`config.mk`:
```
export PLATFORM = sky130hd
export DESIGN_NAME = mpio_port_io
export DESIGN_NICKNAME = d
export VERILOG_FILES = /design/src/rtl/mpio_pkg.sv /design/src/rtl/mpio_pin_cell.sv /design/src/rtl/mpio_port_io.sv
export SDC_FILE = /design/constraint.sdc
export NUM_CORES = 1
export LEC_CHECK = 0
export ABC_AREA = 1
export BUFFER_PORTS_ARGS = -buffer_cell sky130_fd_sc_hd__buf_2
export CAP_MARGIN = 20
export CORE_ASPECT_RATIO = 1.25
export CORE_MARGIN = 2
export CORE_UTILIZATION = 48
export DETAILED_ROUTE_END_ITERATION = 6
export GPL_ROUTABILITY_DRIVEN = 0
export HOLD_SLACK_MARGIN = 0.06
export PLACE_DENSITY = 0.92
export SLEW_MARGIN = 10
export SYNTH_ARGS = -nofsm -noshare
export SYNTH_HDL_FRONTEND = slang
export SYNTH_SLANG_ARGS = --single-unit
```
`constraint.sdc`:
```
create_clock -name clk -period 1.7 [get_ports clk]
set_input_delay 0.255 -clock clk [delete_from_list [all_inputs] [get_ports clk]]
set_output_delay 0.255 -clock clk [all_outputs]
set_load 0.05 [all_outputs]
```
`src/rtl/mpio_pkg.sv`:
```
package mpio_pkg;
   // widths of the four ports
   localparam int WIDE_W = 8;   // bidirectional port width
   localparam int MIX_W = 8;    // mixed port width
   localparam int MIX_IO_W = 6; // configurable bits of the mixed port
   localparam int OUT_W = 4;    // output-only port width
   localparam int IN_W = 4;     // input-only port width
   // data memory offsets of the port locations
   localparam logic [7:0] OFS_WIDE_DATA = 8'hD0;
   localparam logic [7:0] OFS_WIDE_CFG = 8'hD1;
   localparam logic [7:0] OFS_WIDE_PIN = 8'hD2;
   localparam logic [7:0] OFS_MIX_DATA = 8'hD4;
   localparam logic [7:0] OFS_MIX_CFG = 8'hD5;
   localparam logic [7:0] OFS_MIX_PIN = 8'hD6;
   localparam logic [7:0] OFS_OUT_DATA = 8'hDC;
   localparam logic [7:0] OFS_IN_PIN = 8'hDE;
   // reset values
   localparam logic [7:0] RST_DATA = 8'h00;
   localparam logic [7:0] RST_CFG = 8'h00;
   localparam logic [3:0] RST_OUT = 4'hF;
   // bit positions of the mixed port
   localparam int MIX_IRQ_BIT = 0;
   localparam int MIX_TMR_BIT = 3;
   localparam int MIX_SDO_BIT = 4;
   localparam int MIX_SCK_BIT = 5;
   localparam int MIX_SDI_BIT = 6;
   localparam int MIX_HALT_BIT = 7;
   // clock option selections
   typedef enum logic [1:0] {
      MPIO_CLK_CRYSTAL,
      MPIO_CLK_EXTERNAL,
      MPIO_CLK_RC
   } mpio_clk_opt_t;
   // pin drive triple for one port
   typedef struct packed {
      logic [7:0] out;  // level driven
      logic [7:0] oe;   // high while driven
      logic [7:0] pull; // weak pull-up enable
   } mpio_pin_drv_t;
endpackage

```
`src/rtl/mpio_pin_cell.sv`:
```
`timescale 1ns/10ps
// decodes configuration and data bits into pin drive
module mpio_pin_cell #(
   parameter int W = 8
) (
   // register bits
   input wire logic [W-1:0] cfg,
   input wire logic [W-1:0] data,
   // pin drive
   output mpio_pkg::mpio_pin_drv_t drv
);
   // refuse a width that the eight-bit drive triple cannot carry
   if (W < 1 || W > 8) begin : g_bad_width
      $error("mpio_pin_cell width out of range");
   end

   // per pin: 00 float, 01 pull-up, 10 low, 11 high
   genvar i;
   generate
      for (i = 0; i < 8; i++) begin : g_bit
         if (i < W) begin : g_live
            assign drv.oe[i] = cfg[i];
            assign drv.out[i] = cfg[i] & data[i];
            assign drv.pull[i] = ~cfg[i] & data[i];
         end else begin : g_none
            assign drv.oe[i] = 1'b0;
            assign drv.out[i] = 1'b0;
            assign drv.pull[i] = 1'b0;
         end
      end
   endgenerate
endmodule

```
`src/rtl/mpio_port_io.sv`:
```
`timescale 1ns/10ps
module mpio_port_io #(
   parameter mpio_pkg::mpio_clk_opt_t CLK_OPT = mpio_pkg::MPIO_CLK_EXTERNAL
) (
   // clock and reset
   input wire logic clk,
   input wire logic rst,
   // data memory access
   input wire logic [7:0] mem_addr,
   input wire logic mem_wr,
   input wire logic [7:0] mem_wdata,
   input wire logic mem_rd,
   output logic [7:0] mem_rdata,
   output logic mem_hit,
   // wide bidirectional port
   input wire logic [7:0] wide_in,
   output mpio_pkg::mpio_pin_drv_t wide_drv,
   // mixed port
   input wire logic [7:0] mix_in,
   output mpio_pkg::mpio_pin_drv_t mix_drv,
   // alternate functions of the mixed port
   input wire logic timer_io_out,
   input wire logic timer_io_oe,
   input wire logic serial_do,
   input wire logic serial_clock_out,
   input wire logic serial_clock_oe,
   output logic external_irq_in,
   output logic timer_io_pin,
   output logic serial_clock_pin,
   output logic serial_di,
   // oscillator and halt
   input wire logic osc_input_pin,
   output logic osc_output_pin,
   output logic osc_enable,
   output logic halted,
   output logic halt_continue_pin,
   // output-only and input-only ports
   output logic [3:0] out_port,
   input wire logic [3:0] in_port,
   output logic [3:0] in_port_oe
);
   // registers
   logic [7:0] wide_data_ff;
   logic [7:0] wide_cfg_ff;
   logic [7:0] mix_data_ff;
   logic [5:0] mix_cfg_ff;   // only io bits stored
   logic [3:0] out_ff;
   logic halt_ff;
   logic [7:0] nxt_rdata;
   logic nxt_hit;
   mpio_pkg::mpio_pin_drv_t mix_base;
   logic crystal;

   assign crystal = (CLK_OPT == mpio_pkg::MPIO_CLK_CRYSTAL);

   // refuse a clock option outside the three known ones
   if (CLK_OPT != mpio_pkg::MPIO_CLK_CRYSTAL && CLK_OPT != mpio_pkg::MPIO_CLK_EXTERNAL
       && CLK_OPT != mpio_pkg::MPIO_CLK_RC) begin : g_bad_clk
      $error("mpio_port_io clock option out of range");
   end

   // wide port data register
   always_ff @(posedge clk or posedge rst) begin
      if (rst) begin
         wide_data_ff <= mpio_pkg::RST_DATA;
      end else if (mem_wr && mem_addr == mpio_pkg::OFS_WIDE_DATA) begin
         wide_data_ff <= mem_wdata;
      end
   end

   // wide port configuration register
   always_ff @(posedge clk or posedge rst) begin
      if (rst) begin
         wide_cfg_ff <= mpio_pkg::RST_CFG;
      end else if (mem_wr && mem_addr == mpio_pkg::OFS_WIDE_CFG) begin
         wide_cfg_ff <= mem_wdata;
      end
   end

   // mixed port data register
   always_ff @(posedge clk or posedge rst) begin
      if (rst) begin
         mix_data_ff <= mpio_pkg::RST_DATA;
      end else if (mem_wr && mem_addr == mpio_pkg::OFS_MIX_DATA) begin
         mix_data_ff <= mem_wdata;
      end
   end

   // mixed port configuration, top two bits dropped
   always_ff @(posedge clk or posedge rst) begin
      if (rst) begin
         mix_cfg_ff <= mpio_pkg::RST_CFG[5:0];
      end else if (mem_wr && mem_addr == mpio_pkg::OFS_MIX_CFG) begin
         mix_cfg_ff <= mem_wdata[5:0];
      end
   end

   // output-only port, high while reset
   always_ff @(posedge clk or posedge rst) begin
      if (rst) begin
         out_ff <= mpio_pkg::RST_OUT;
      end else if (mem_wr && mem_addr == mpio_pkg::OFS_OUT_DATA) begin
         out_ff <= mem_wdata[3:0];
      end
   end

   // halt: entered by writing data bit 7, left on continue pin high except under the crystal option
   always_ff @(posedge clk or posedge rst) begin
      if (rst) begin
         halt_ff <= 1'b0;
      end else if (mem_wr && mem_addr == mpio_pkg::OFS_MIX_DATA
                   && mem_wdata[mpio_pkg::MIX_HALT_BIT]) begin
         // a halting write wins over a continue in the same cycle
         halt_ff <= 1'b1;
      end else if (halt_ff && !crystal && mix_in[mpio_pkg::MIX_HALT_BIT]) begin
         // continue pin ends halt; the crystal option has no such pin
         halt_ff <= 1'b0;
      end
   end

   // read decode
   always_comb begin
      nxt_rdata = 8'h00;
      nxt_hit = 1'b1;
      case (mem_addr)
         mpio_pkg::OFS_WIDE_DATA: nxt_rdata = wide_data_ff;
         mpio_pkg::OFS_WIDE_CFG: nxt_rdata = wide_cfg_ff;
         mpio_pkg::OFS_WIDE_PIN: nxt_rdata = wide_in;
         mpio_pkg::OFS_MIX_DATA: nxt_rdata = mix_data_ff;
         mpio_pkg::OFS_MIX_CFG: nxt_rdata = {2'b00, mix_cfg_ff};
         mpio_pkg::OFS_MIX_PIN: nxt_rdata = mix_in;
         mpio_pkg::OFS_OUT_DATA: nxt_rdata = {4'h0, out_ff};
         mpio_pkg::OFS_IN_PIN: nxt_rdata = {4'h0, in_port};
         // unmapped addresses read zero and report a miss
         default: nxt_hit = 1'b0;
      endcase
   end

   // registered read data
   // answer holds until the next read strobe
   always_ff @(posedge clk or posedge rst) begin
      if (rst) begin
         mem_rdata <= 8'h00;
         mem_hit <= 1'b0;
      end else if (mem_rd) begin
         mem_rdata <= nxt_rdata;
         mem_hit <= nxt_hit;
      end
   end

   // pin decode of the wide port
   // all eight bits use the four-way decode
   mpio_pin_cell #(
      .W(mpio_pkg::WIDE_W)
   ) u_wide (
      .cfg(wide_cfg_ff),
      .data(wide_data_ff),
      .drv(wide_drv)
   );

   // pin decode of the mixed port io bits
   // bits 6,7 get no cell and stay undriven inputs
   mpio_pin_cell #(
      .W(mpio_pkg::MIX_IO_W)
   ) u_mix (
      .cfg(mix_cfg_ff),
      .data(mix_data_ff[mpio_pkg::MIX_IO_W-1:0]),
      .drv(mix_base)
   );

   // alternate functions override io drive; bits 1,2 plain
   always_comb begin
      mix_drv = mix_base;
      // timer takes bit 3 while it enables its output
      if (mix_cfg_ff[mpio_pkg::MIX_TMR_BIT] && timer_io_oe) begin
         mix_drv.out[mpio_pkg::MIX_TMR_BIT] = timer_io_out;
      end
      // serial data out takes bit 4 when set up as a high output
      if (mix_cfg_ff[mpio_pkg::MIX_SDO_BIT] && mix_data_ff[mpio_pkg::MIX_SDO_BIT]) begin
         mix_drv.out[mpio_pkg::MIX_SDO_BIT] = serial_do;
      end
      // serial clock takes bit 5 while it drives the clock
      if (mix_cfg_ff[mpio_pkg::MIX_SCK_BIT] && serial_clock_oe) begin
         mix_drv.out[mpio_pkg::MIX_SCK_BIT] = serial_clock_out;
      end
      // pull-up on input-only bit 6 still follows data bit 6; bit 7 gets none
      mix_drv.pull[mpio_pkg::MIX_SDI_BIT] = mix_data_ff[mpio_pkg::MIX_SDI_BIT];
   end

   // alternate inputs from the mixed pins
   assign external_irq_in = mix_in[mpio_pkg::MIX_IRQ_BIT];
   assign timer_io_pin = mix_in[mpio_pkg::MIX_TMR_BIT];
   assign serial_clock_pin = mix_in[mpio_pkg::MIX_SCK_BIT];
   assign serial_di = mix_in[mpio_pkg::MIX_SDI_BIT];
   assign halt_continue_pin = crystal ? 1'b0 : mix_in[mpio_pkg::MIX_HALT_BIT];

   // oscillator: feedback output only under crystal option
   assign osc_output_pin = crystal ? ~osc_input_pin : 1'b0;
   // external option keeps its clock running through halt
   assign osc_enable = ~(halt_ff && CLK_OPT != mpio_pkg::MPIO_CLK_EXTERNAL);
   assign halted = halt_ff;

   // fixed ports
   assign out_port = out_ff;
   // input-only port has its drivers held off
   assign in_port_oe = 4'h0;
endmodule

```
---- Yosys cells after proc, flatten, opt, wreduce, memory -nomap -nowiden ----
Index checks and enable logic that the tools add are counted.
word-level totals
  register bits ........................... 44
  logic and storage cells ................. 77
  bits of input ports ..................... 46
  output and inout bits ................... 73
cells by class
  reductions and logical operators ........ 12
  muxes and demuxes ....................... 7
  equality and inequality tests ........... 8
  bitwise operators ....................... 42
operator list
  operator            number
  $eq 8x8->1 const B  8
  $pmux 8 s8          1
  $and 1x1->1         28
  $not 1->1           14
  $logic_and 1x1->1   10
  $reduce_or 8->1     1
  $mux 1              6
  $reduce_bool 2->1   1

---- Logic depth before layout (Yosys ltp) ----
Gate-level depths: netlist of run 1.
  depth after elaboration ................. 4
  mapped depth ............................ 11
  gate-level depth less buffers ........... 9

---- Cells and area by module ----
Synthesis of run 1 repeated with hierarchy kept, for this count alone.
unflattened totals
  cell total of the unflattened synthesis .. 420
  area, all modules ....................... 2945.3 µm²
by module, submodules not included
  module                  cells each  area an instance (µm²)  instances  sequential area each (µm²)
  mpio_port_io            343         2546.2                  1          1106.1
  mpio_pin_cell (u_wide)  40          200.2                   1          0.0
  mpio_pin_cell (u_mix)   37          198.9                   1          0.0

---- Worst setup path after synthesis of run 1 ----
OpenSTA, ideal clock, no wires.
  path type ............................... register to output
  from .................................... reg mix_cfg_ff[3]
  to ...................................... out mix_drv[19] in the netlist's numbering
  data arrival time ....................... 1.984 ns
  setup slack ............................. -0.539 ns
  buffers on the path ..................... 0
  stages on the path, launching flop included .. 3
  data required time ...................... 1.445 ns
  path through ............................ dfrtp_1 -> inv_1 -> o31ai_1
RTL lines
  element                 line                source
  from (decl)             mpio_port_io.sv:46  logic [5:0] mix_cfg_ff;
  from (signal assigned)  mpio_port_io.sv:92  mix_cfg_ff <= mpio_pkg::RST_CFG[5:0];
  from (signal assigned)  mpio_port_io.sv:94  mix_cfg_ff <= mem_wdata[5:0];
  to (decl)               mpio_port_io.sv:20  output mpio_pkg::mpio_pin_drv_t mix_drv,

==> impl_results.md, run 1 <==
* Status: complete, no violations
* Worst-Skew Late Latency at ~0.30 ns
* Min Tclk post-route at around 1.6 ns
* Hold-fix buffers, CTS at 0
* Seq/Total Area, Yosys at about two fifths
* Initial antenna violation count at 0
* Cell count after synthesis at 383
* CTS Root Cell: clkbuf_8
* Initial core utilization at 49.8%
* Number of I/O port buffers at about 110
* Reg-to-reg startpoint: out_port[1]
* Max Freq at 624 MHz
* Post-DR wirelength/cell at 13.7 um
* Final WS setup at 0.0969 ns
* Crit. Startpoint: mix_cfg_ff[3]
* Core Region at 5480 um2
* Hold slack at 0.0802 ns
* Longest Clk Path Bufs at 2
* DIE HEIGHT at slightly below 90 um
* Area contributors post-synth: dfrtp_1 37%, nand2_1 17%, nand3_1 10%
* Lkg Pwr at 2.00 nW
* R2r worst-path depth at 6
* Crit Path Max Fanout at 5
* Power Total at 2.62 mW
* Total routed wirelength at 7530 um
* Drt initial violations at roughly 180
* Critical path class: register to output port
* Hpwl dp at 5680 um
* Syn avg cell area at a little over 7 um2
* Sum of negative setup slack at 0 ns
* Mapped cell area at 2730 um2
* Vias at 2822
* Required time worst endpoint at 1.44 ns
* Gr usage total at 24.3%
* Post-route antenna net violation count at 0
* N_diodes at 0
* Die W at between 70 and 80 um
* Vias in the first global route at 2649
* First-pass GRT wire length at 12000 um
* Register-to-Register Setup Slack at slightly below 0.7 ns
* Via/cell ratio at 5.13
* CTS H-tree lvls at 2
* Critical Path Sink: mix_drv[19]
* Final Cycle Share at a little over nine tenths
* Commonest non-fill, non-tap cells in the layout: 122 x nand2_1, 106 x buf_2, 55 x nand3_1, 40 x dfrtp_1, 34 x inv_1
* Detailed Routing Iterations Pass 1 at 4
* Commonest non-fill, non-tap cell in the layout: nand2_1
* # setup viols final at 0
* Crit path DAT at between 1 and 1.5 ns
* Flops & latches, synth at between 40 and 50
* Worst-path clk slew at 0.08 ns
* Relative slew slack at 62.6%
* Die Area at 6310 um2
* Largest net degree at the start of global routing at 45
* # nets final at 531
* Worst Tran Pin Value at 0.562 ns
* Max-slew violations at 0
* CTS Buf Count at 5
* Worst hold-check path type: input pin to asynchronous set/reset pin
* Yosys top cell area share at a little over a third
* Dpl ws at 0.101 ns
* Distinct cells, synth at 21
* Pwr Density at 787 nW/um2
* Detailed-route DRC error count at 0
* CTS tree: done
* Total grt overflow at 0
* CTS resizes at 0
* Final core utilization at 60.8%
* CTS sink cnt at 44
* Max-cap viol count at 0
* Clock Skew at about 0.0048 ns
* Startpoint types: register
* Io pins at 119
* Area growth, synth to finish at 22.0%
* Hold Vio Cnt, Final at 0
* CP Capture Type: output port
* Peak supply drop at 494 uV
* Warnings, synthesis at 0
* Fraction of layout cells with a size suffix above 1 at 30.9%
* Row count at 30
* Largest area contributor in the netlist: dfrtp_1
* Setup Buffers After CTS at 0
* Reg-to-Reg End: mem_rdata[1]
* RSZ-0062 raised after global routing: false
critical path: stages (launching register included):
cell     delay, ns
dfrtp_1       0.44
inv_1         0.10
o31ai_4       0.22
buf_2         0.29
where the power goes:
group	switching, mW	total, mW	internal [mW]
Combinational	0.606	0.771	0.165
Clock	0.362	0.692	0.331
Sequential	0.0531	1.16	1.11
Total	1.02	2.62	1.60
how the worst min path moves through the flow:
stage | depth (start not counted) | slack [ns] | startpoint | end
after global placement | 3 | 0.41 | rst | halted
after global routing | 3 | 0.12 | rst | wide_cfg_ff[6]
after detailed placement | 3 | 0.42 | rst | halted
after floorplan | 2 | 0.35 | mem_wdata[0] | out_port[0]
after CTS | 3 | 0.1 | rst | halted
final | 3 | 0.08 | rst | wide_data_ff[7]
cell type report:
type | instances | area [um2]
Timing Repair Buffer | 114 | 591
Fill cell | 507 | 2150
Tap cell | 64 | 80.1
Clock inverter | 1 | 7.51
Sequential cell | 44 | 1110
Clock buffer | 7 | 86.3
Multi-Input combinational cell | 280 | 1310
Inverter | 40 | 150
registers in the layout (all words and copies together) (netlist names):
signal and flops:
halted 1, mem_hit 1, wide_data_ff 8, out_port 4, mem_rdata 8, mix_data_ff 8
mix_cfg_ff 6, wide_cfg_ff 8
Yosys cell counts:
master	n
buf_8	1
nand2_2	5
buf_6	5
nand3_1	55
o21ai_0	26
buf_2	3
nor2_2	3
nand2_1	122
clkinv_1	1
nor2_1	28
inv_1	35
conb_1	2
o21ai_1	17
clkbuf_1	1
o31ai_1	2
buf_4	18
dfrtp_1	40
inv_2	4
dfstp_2	4
nor2_4	9
nand2_4	2
kinds of logic (layout without fill, tap and decap cells):
family | count (synthesis) | in the layout | synth area share, %
buffers and inverters | 68 | 162 | 13.7
other | 2 | 11 | 0.275
AO/OA/AOI/OAI | 45 | 45 | 8.43
flip-flops | 44 | 44 | 40.5
AND/OR/NAND/NOR | 224 | 224 | 37.1
per-stage QoR:
| step | cells | area, um2 |
|---|---|---|
| floorplan | 392 | 2790 |
| global placement | 542 | 3240 |
| detailed placement | 542 | 3240 |
| CTS | 550 | 3330 |
| global route | 550 | 3330 |
| finish | 550 | 3330 |
layer usage:
metal	track usage (%)	vias up	wire (um)
li1	-	1391	-
met1	29.3	1286	2870
met2	41.6	128	3900
met3	5.24	17	582
met4	11.3	0	179
met5	0	-	0
Power figures use the tool's default switching activity.
==> run 2: changes to the inputs <==
MAX_ROUTING_LAYER = met4   (was unset)
PLACE_DENSITY = 0.83   (was 0.92)
==> run 2 against run 1 <==
Combinational power about the same. Sequential power is essentially flat. Global-route usage up 0.50 points. Maximum frequency up 1.2%. Clock power is 7.8% lower. Clock skew up 0.0048 ns. Highest routed layer unchanged.
==> impl_results.md, run 2 (synthesis results as in run 1) <==
* # nets final at 531
* CP Capture Type: output port
* Post-route antenna net violation count at 0
* Vias at 2763
* N_diodes at 0
* HP Start: mix_in[7]
* CTS resizes at 0
* Worst-path clk slew at ~0.09 ns
* CTS Root Cell: clkbuf_8
* Worst hold endpoint: halted
* Setup Buffers After CTS at 0
* CTS H-tree lvls at 2
* Relative slew slack at 61.8%
* Worst Tran Pin Value at 0.570 ns
* Hold-fix buffers, CTS at 1
* Worst Hold Depth at 2
* Register-to-Register Setup Slack at between 0.6 and 0.7 ns
* Sum of negative setup slack at 0 ns
* Die Area at 6310 um2
* Initial antenna violation count at 0
* Longest Clk Path Bufs at 2
* Post-DR wirelength/cell at between 10 and 15 um
* Max-slew violations at 0
* Status: complete, no violations
* Fraction of layout cells with a size suffix above 1 at roughly 30%
* Initial core utilization at 49.8%
* Via/cell ratio at 5.02
* CTS Buf Count at 5
* Commonest non-fill, non-tap cell in the layout: nand2_1
* Largest net degree at the start of global routing at 33
* Row count at 30
* Hpwl dp at 5510 um
* Final Cycle Share at 93.2%
* Worst hold-check path type: input pin to register
* Detailed Routing Iterations Pass 1 at 5
* RSZ-0062 raised after global routing: false
* Lkg Pwr at 2.00 nW
* Reg-to-reg startpoint: out_port[1]
* Crit Path Max Fanout at 5
* Required time worst endpoint at 1.44 ns
* Crit path DAT at 1.33 ns
* Total routed wirelength at between 7000 and 8000 um
* # setup viols final at 0
* Gr usage total at 24.8%
* Hold Vio Cnt, Final at 0
* Critical path class: register to output port
* R2r worst-path depth at 6
* Power Total at 2.57 mW
* Drt initial violations at ~150
* Vias in the first global route at 2683
* Pwr Density at roughly 770 nW/um2
* Max Freq at between 600 and 700 MHz
* Worst-Skew Late Latency at 0.30 ns
* Number of I/O port buffers at roughly 110
* Core Region at 5480 um2
* Startpoint types: register
* Peak supply drop at 497 uV
* First-pass GRT wire length at 11900 um
* DIE HEIGHT at 88.3 um
* Reg-to-Reg End: mem_rdata[1]
* CTS tree: done
* Io pins at ~120
* Max-cap viol count at 0
* CTS sink cnt at 44
* Min Tclk post-route at 1.58 ns
* Die W at 71.5 um
* Area growth, synth to finish at 22.5%
* Crit. Startpoint: mix_cfg_ff[5]
* Detailed-route DRC error count at 0
* Commonest non-fill, non-tap cells in the layout: 122 x nand2_1, 106 x buf_2, 55 x nand3_1, 40 x dfrtp_1, 34 x inv_1
* Clock Skew at 0.00964 ns
* Total grt overflow at 0
-- run 2: cell count changes in the layout (fill, tap and decap cells not counted), sizes merged --
cell	previous run	this run
buf	114	113
clkinv	2	3
clkinvlp	1	0
dlygate4sd3	0	1
-- run 2: area by class of cell --
| cell class | instances | area (um2) |
|---|---|---|
| tap | 64 | 80.1 |
| timing repair buffer | 114 | 618 |
| clock inverter | 1 | 5.00 |
| fill | 528 | 2130 |
| inverter | 40 | 150 |
| multi-input combinational | 280 | 1310 |
| clock buffer | 7 | 76.3 |
| sequential | 44 | 1110 |
-- run 2: worst max-delay path, stage by stage, from the launching register on --
cell,delay [ns]
dfrtp_1,0.43
inv_1,0.10
o31ai_4,0.20
buf_2,0.29
-- run 2: how the worst max path moves through the flow --
stage | depth (start not counted) | to
floorplan | 2 | mix_drv[20]
global placement | 7 | wide_cfg_ff[6]
detailed placement | 8 | halted
CTS | 3 | mix_drv[21]
global route | 3 | mix_drv[21]
finish | 3 | mix_drv[21]
-- run 2: metal layers --
layer / global-route usage (%) / part of all wire, %
met5: - / 0
met4: 10.8 / 1.4
met3: 4.33 / 6.7
met2: 43.2 / 53
met1: 27.9 / 39
-- run 2: power breakdown --
group	leakage [nW]	switching, mW	internal (mW)
clock network	0.0422	0.349	0.289
logic	1.44	0.602	0.170
registers	0.514	0.0511	1.11
total	2.00	1.00	1.56
-- run 2: metrics by stage --
step	setup slack, ns	utilization [%]	instances	area (um2)	hold slack (ns)
6_report	0.116	61.1	550	3350	0.163
5_1_grt	0.0198	61.1	550	3350	0.190
4_1_cts	0.112	61.1	550	3350	0.169
3_5_place_dp	0.133	59.4	541	3260	0.264
3_3_place_gp	0.182	59.4	541	3260	0.262
2_1_floorplan	0.0429	-	392	2790	0.349
==> run 3: changes to the inputs <==
--- a/config.mk
+++ b/config.mk
@@ -7,5 +7,5 @@
 export LEC_CHECK = 0
 export ABC_AREA = 1
-export BUFFER_PORTS_ARGS = -buffer_cell sky130_fd_sc_hd__buf_2
+export BUFFER_PORTS_ARGS = -buffer_cell sky130_fd_sc_hd__buf_4
 export CAP_MARGIN = 20
 export CORE_ASPECT_RATIO = 1.25
==> constraint.sdc (replaced) <==
create_clock -name clk -period 1.7 [get_ports clk]
set_input_delay 0.085 -clock clk [delete_from_list [all_inputs] [get_ports clk]]
set_output_delay 0.085 -clock clk [all_outputs]
set_load 0.05 [all_outputs]
==> run 3 against run 2 <==
Maximum frequency up 9.3%. Sequential power about the same. Final cell count is 1.8% higher. Design area up 11%. Non-clock buffer count rose by 10. Clock power increased by 36%. Utilization increased by 6.9 points. Largest power group unchanged. Critical endpoint is now halted. Highest routed layer unchanged. Clock skew decreased by 0.0073 ns.
==> impl_results.md, run 3 (synthesis results as in run 1) <==
* Post-Layout Cell Count at 560
* Number of I/O port buffers at 106
* Crit path depth at 10
* Die W at 71.5 um
* CTS Buf Count at 5
* Largest net degree at the start of global routing at between 40 and 50
* Lkg Pwr at 2.12 nW
* Vias at 2903
* CTS sink cnt at 44
* Critical Path Sink: halted
* Drt initial violations at roughly 180
* RSZ-0062 raised after global routing: false
* Area growth, synth to finish at 36.4%
* Row count at 30
* Fraction of layout cells with a size suffix above 1 at 30.0%
* N_diodes at 0
* Number of fill cells at 468
* Io pins at 119
* Required time worst endpoint at 1.95 ns
* R2r worst-path depth at 3
* Reg-to-reg startpoint: halted
* Critical Path Max Stage Delay at approximately 0.55 ns
* Max-slew violations at 0
* # setup viols final at 0
* Final core utilization at 68.0%
* Crit-path cells: buf_4 > inv_1 > nand2_1 > nor2_4 > buf_12 > nand2_4 > nor2_4 > nand2_1 > o21ai_0 > dlygate4sd3_1
* Final Cycle Share at 85.3%
* Detailed Routing Iterations Pass 1 at 5
* Crit path max-delay family: buffers and inverters
* Crit. Startpoint: mem_addr[5]
* First-pass GRT wire length at 12200 um
* Crit path DAT at 1.70 ns
* Pwr Density at 778 nW/um2
* Longest Clk Path Bufs at 2
* Hold Vio Cnt, Final at 0
* Post-DR wirelength/cell at 13.9 um
* Die Area at ~6300 um2
* Total routed wirelength at 7780 um
* Final instance area at ~3700 um2
* Hpwl dp at roughly 5600 um
* Commonest non-fill, non-tap cell in the layout: nand2_1
* CTS tree: done
* Gr usage total at 25.6%
* Initial antenna violation count at 0
* Startpoint types: input pin
* Crit Path Max Fanout at 31
* Commonest non-fill, non-tap cells in the layout: 122 x nand2_1, 111 x buf_4, 55 x nand3_1, 40 x dfrtp_1, 34 x inv_1
* Register-to-Register Setup Slack at 0.55 ns
* Power Total at between 2 and 3 mW
* Via/cell ratio at 5.18
* Worst-Skew Late Latency at ~0.30 ns
* Sum of negative setup slack at 0 ns
* Buffers & Inverters on Critical Path at 4
* Total grt overflow at 0
* # nets final at 541
* Status: complete, no violations
* DIE HEIGHT at 88.3 um
* Peak supply drop at 596 uV
* Worst Tran Pin Value at between 0.5 and 0.6 ns
* Inst Count DP at roughly 540
* Min Tclk post-route at about 1.4 ns
* Initial core utilization at 49.8%
* Max Freq at 690 MHz
* Core Region at 5480 um2
* Placed cell area at 3470 um2
* Critical path class: input pin to register
* Detailed-route DRC error count at 0
* CTS H-tree lvls at 2
* Post-route antenna net violation count at 0
* Clock Skew at 0.00237 ns
* Reg-to-Reg End: halted
* Relative slew slack at 61.8%
* Worst hold-check path type: input pin to register
* Worst-path clk slew at approximately 0.08 ns
* Vias in the first global route at 2585
* CTS Root Cell: clkbuf_8
* CP Capture Type: register
* Crit path max-delay cell type: dlygate4sd3_1
* Max-cap viol count at 0
-- run 3: power by group --
group	internal (mW)	switching, mW
sequential	1.11	0.0528
clock	0.481	0.388
combinational	0.260	0.612
total	1.85	1.05
-- run 3: what timing repair did --
| item | 4_1_cts | 5_1_grt |
|---|---|---|
| buffers inserted | 0 | 2 |
| hold endpoints to repair | 78 | 0 |
| hold buffers | 12 | 0 |
| setup endpoints to repair | 0 | 1 |
| resized for setup | 0 | 0 |
-- run 3: final cells by class --
cell class	count	area (um2)	area share [%]
clock buffer	6	82.6	2.22
clock inverter	2	38.8	1.04
inverter	40	150	4.03
multi-input combinational	280	1290	34.7
sequential	44	1110	29.7
tap	64	80.1	2.15
timing repair buffer	124	973	26.1
-- run 3: worst min path at each step --
stage | from | end | slack [ns] | cells past startpoint
2_1_floorplan | mem_wdata[0] | out_port[0] | 0.18 | 2
3_3_place_gp | rst | halted | 0.25 | 3
3_5_place_dp | rst | wide_data_ff[6] | 0.26 | 3
4_1_cts | wide_in[7] | mem_rdata[7] | 0.13 | 5
5_1_grt | mix_in[6] | mem_rdata[6] | 0.15 | 5
6_report | mix_in[6] | mem_rdata[6] | 0.14 | 5
-- run 3: metrics by stage --
| stage | hold WS (ns) | worst slack, ns |
|---|---|---|
| after global routing | 0.154 | 0.137 |
| after detailed placement | 0.262 | 0.256 |
| after global placement | 0.254 | 0.276 |
| after CTS | 0.134 | 0.0492 |
| final | 0.138 | 0.250 |
| after floorplan | 0.179 | 0.0436 |
-- run 3: per-layer routing --
| metal | up-vias | GRT usage [%] | part of all wire (%) | wire, um |
|---|---|---|---|---|
| met5 | - | - | 0 | 0 |
| met4 | 0 | 9.78 | 2.7 | 212 |
| met3 | 17 | 3.08 | 5.9 | 458 |
| met2 | 122 | 44.8 | 53 | 4090 |
| met1 | 1362 | 30.2 | 39 | 3020 |
| li1 | 1402 | - | - | - |
-- run 3: tightest hold or removal path, delay by kind of cell --
kind,cells,cell delay [ns]
AOI/OAI and AO/OA,1,0.06
buffers and inverters,1,0.09
and+or+nand+nor,3,0.18
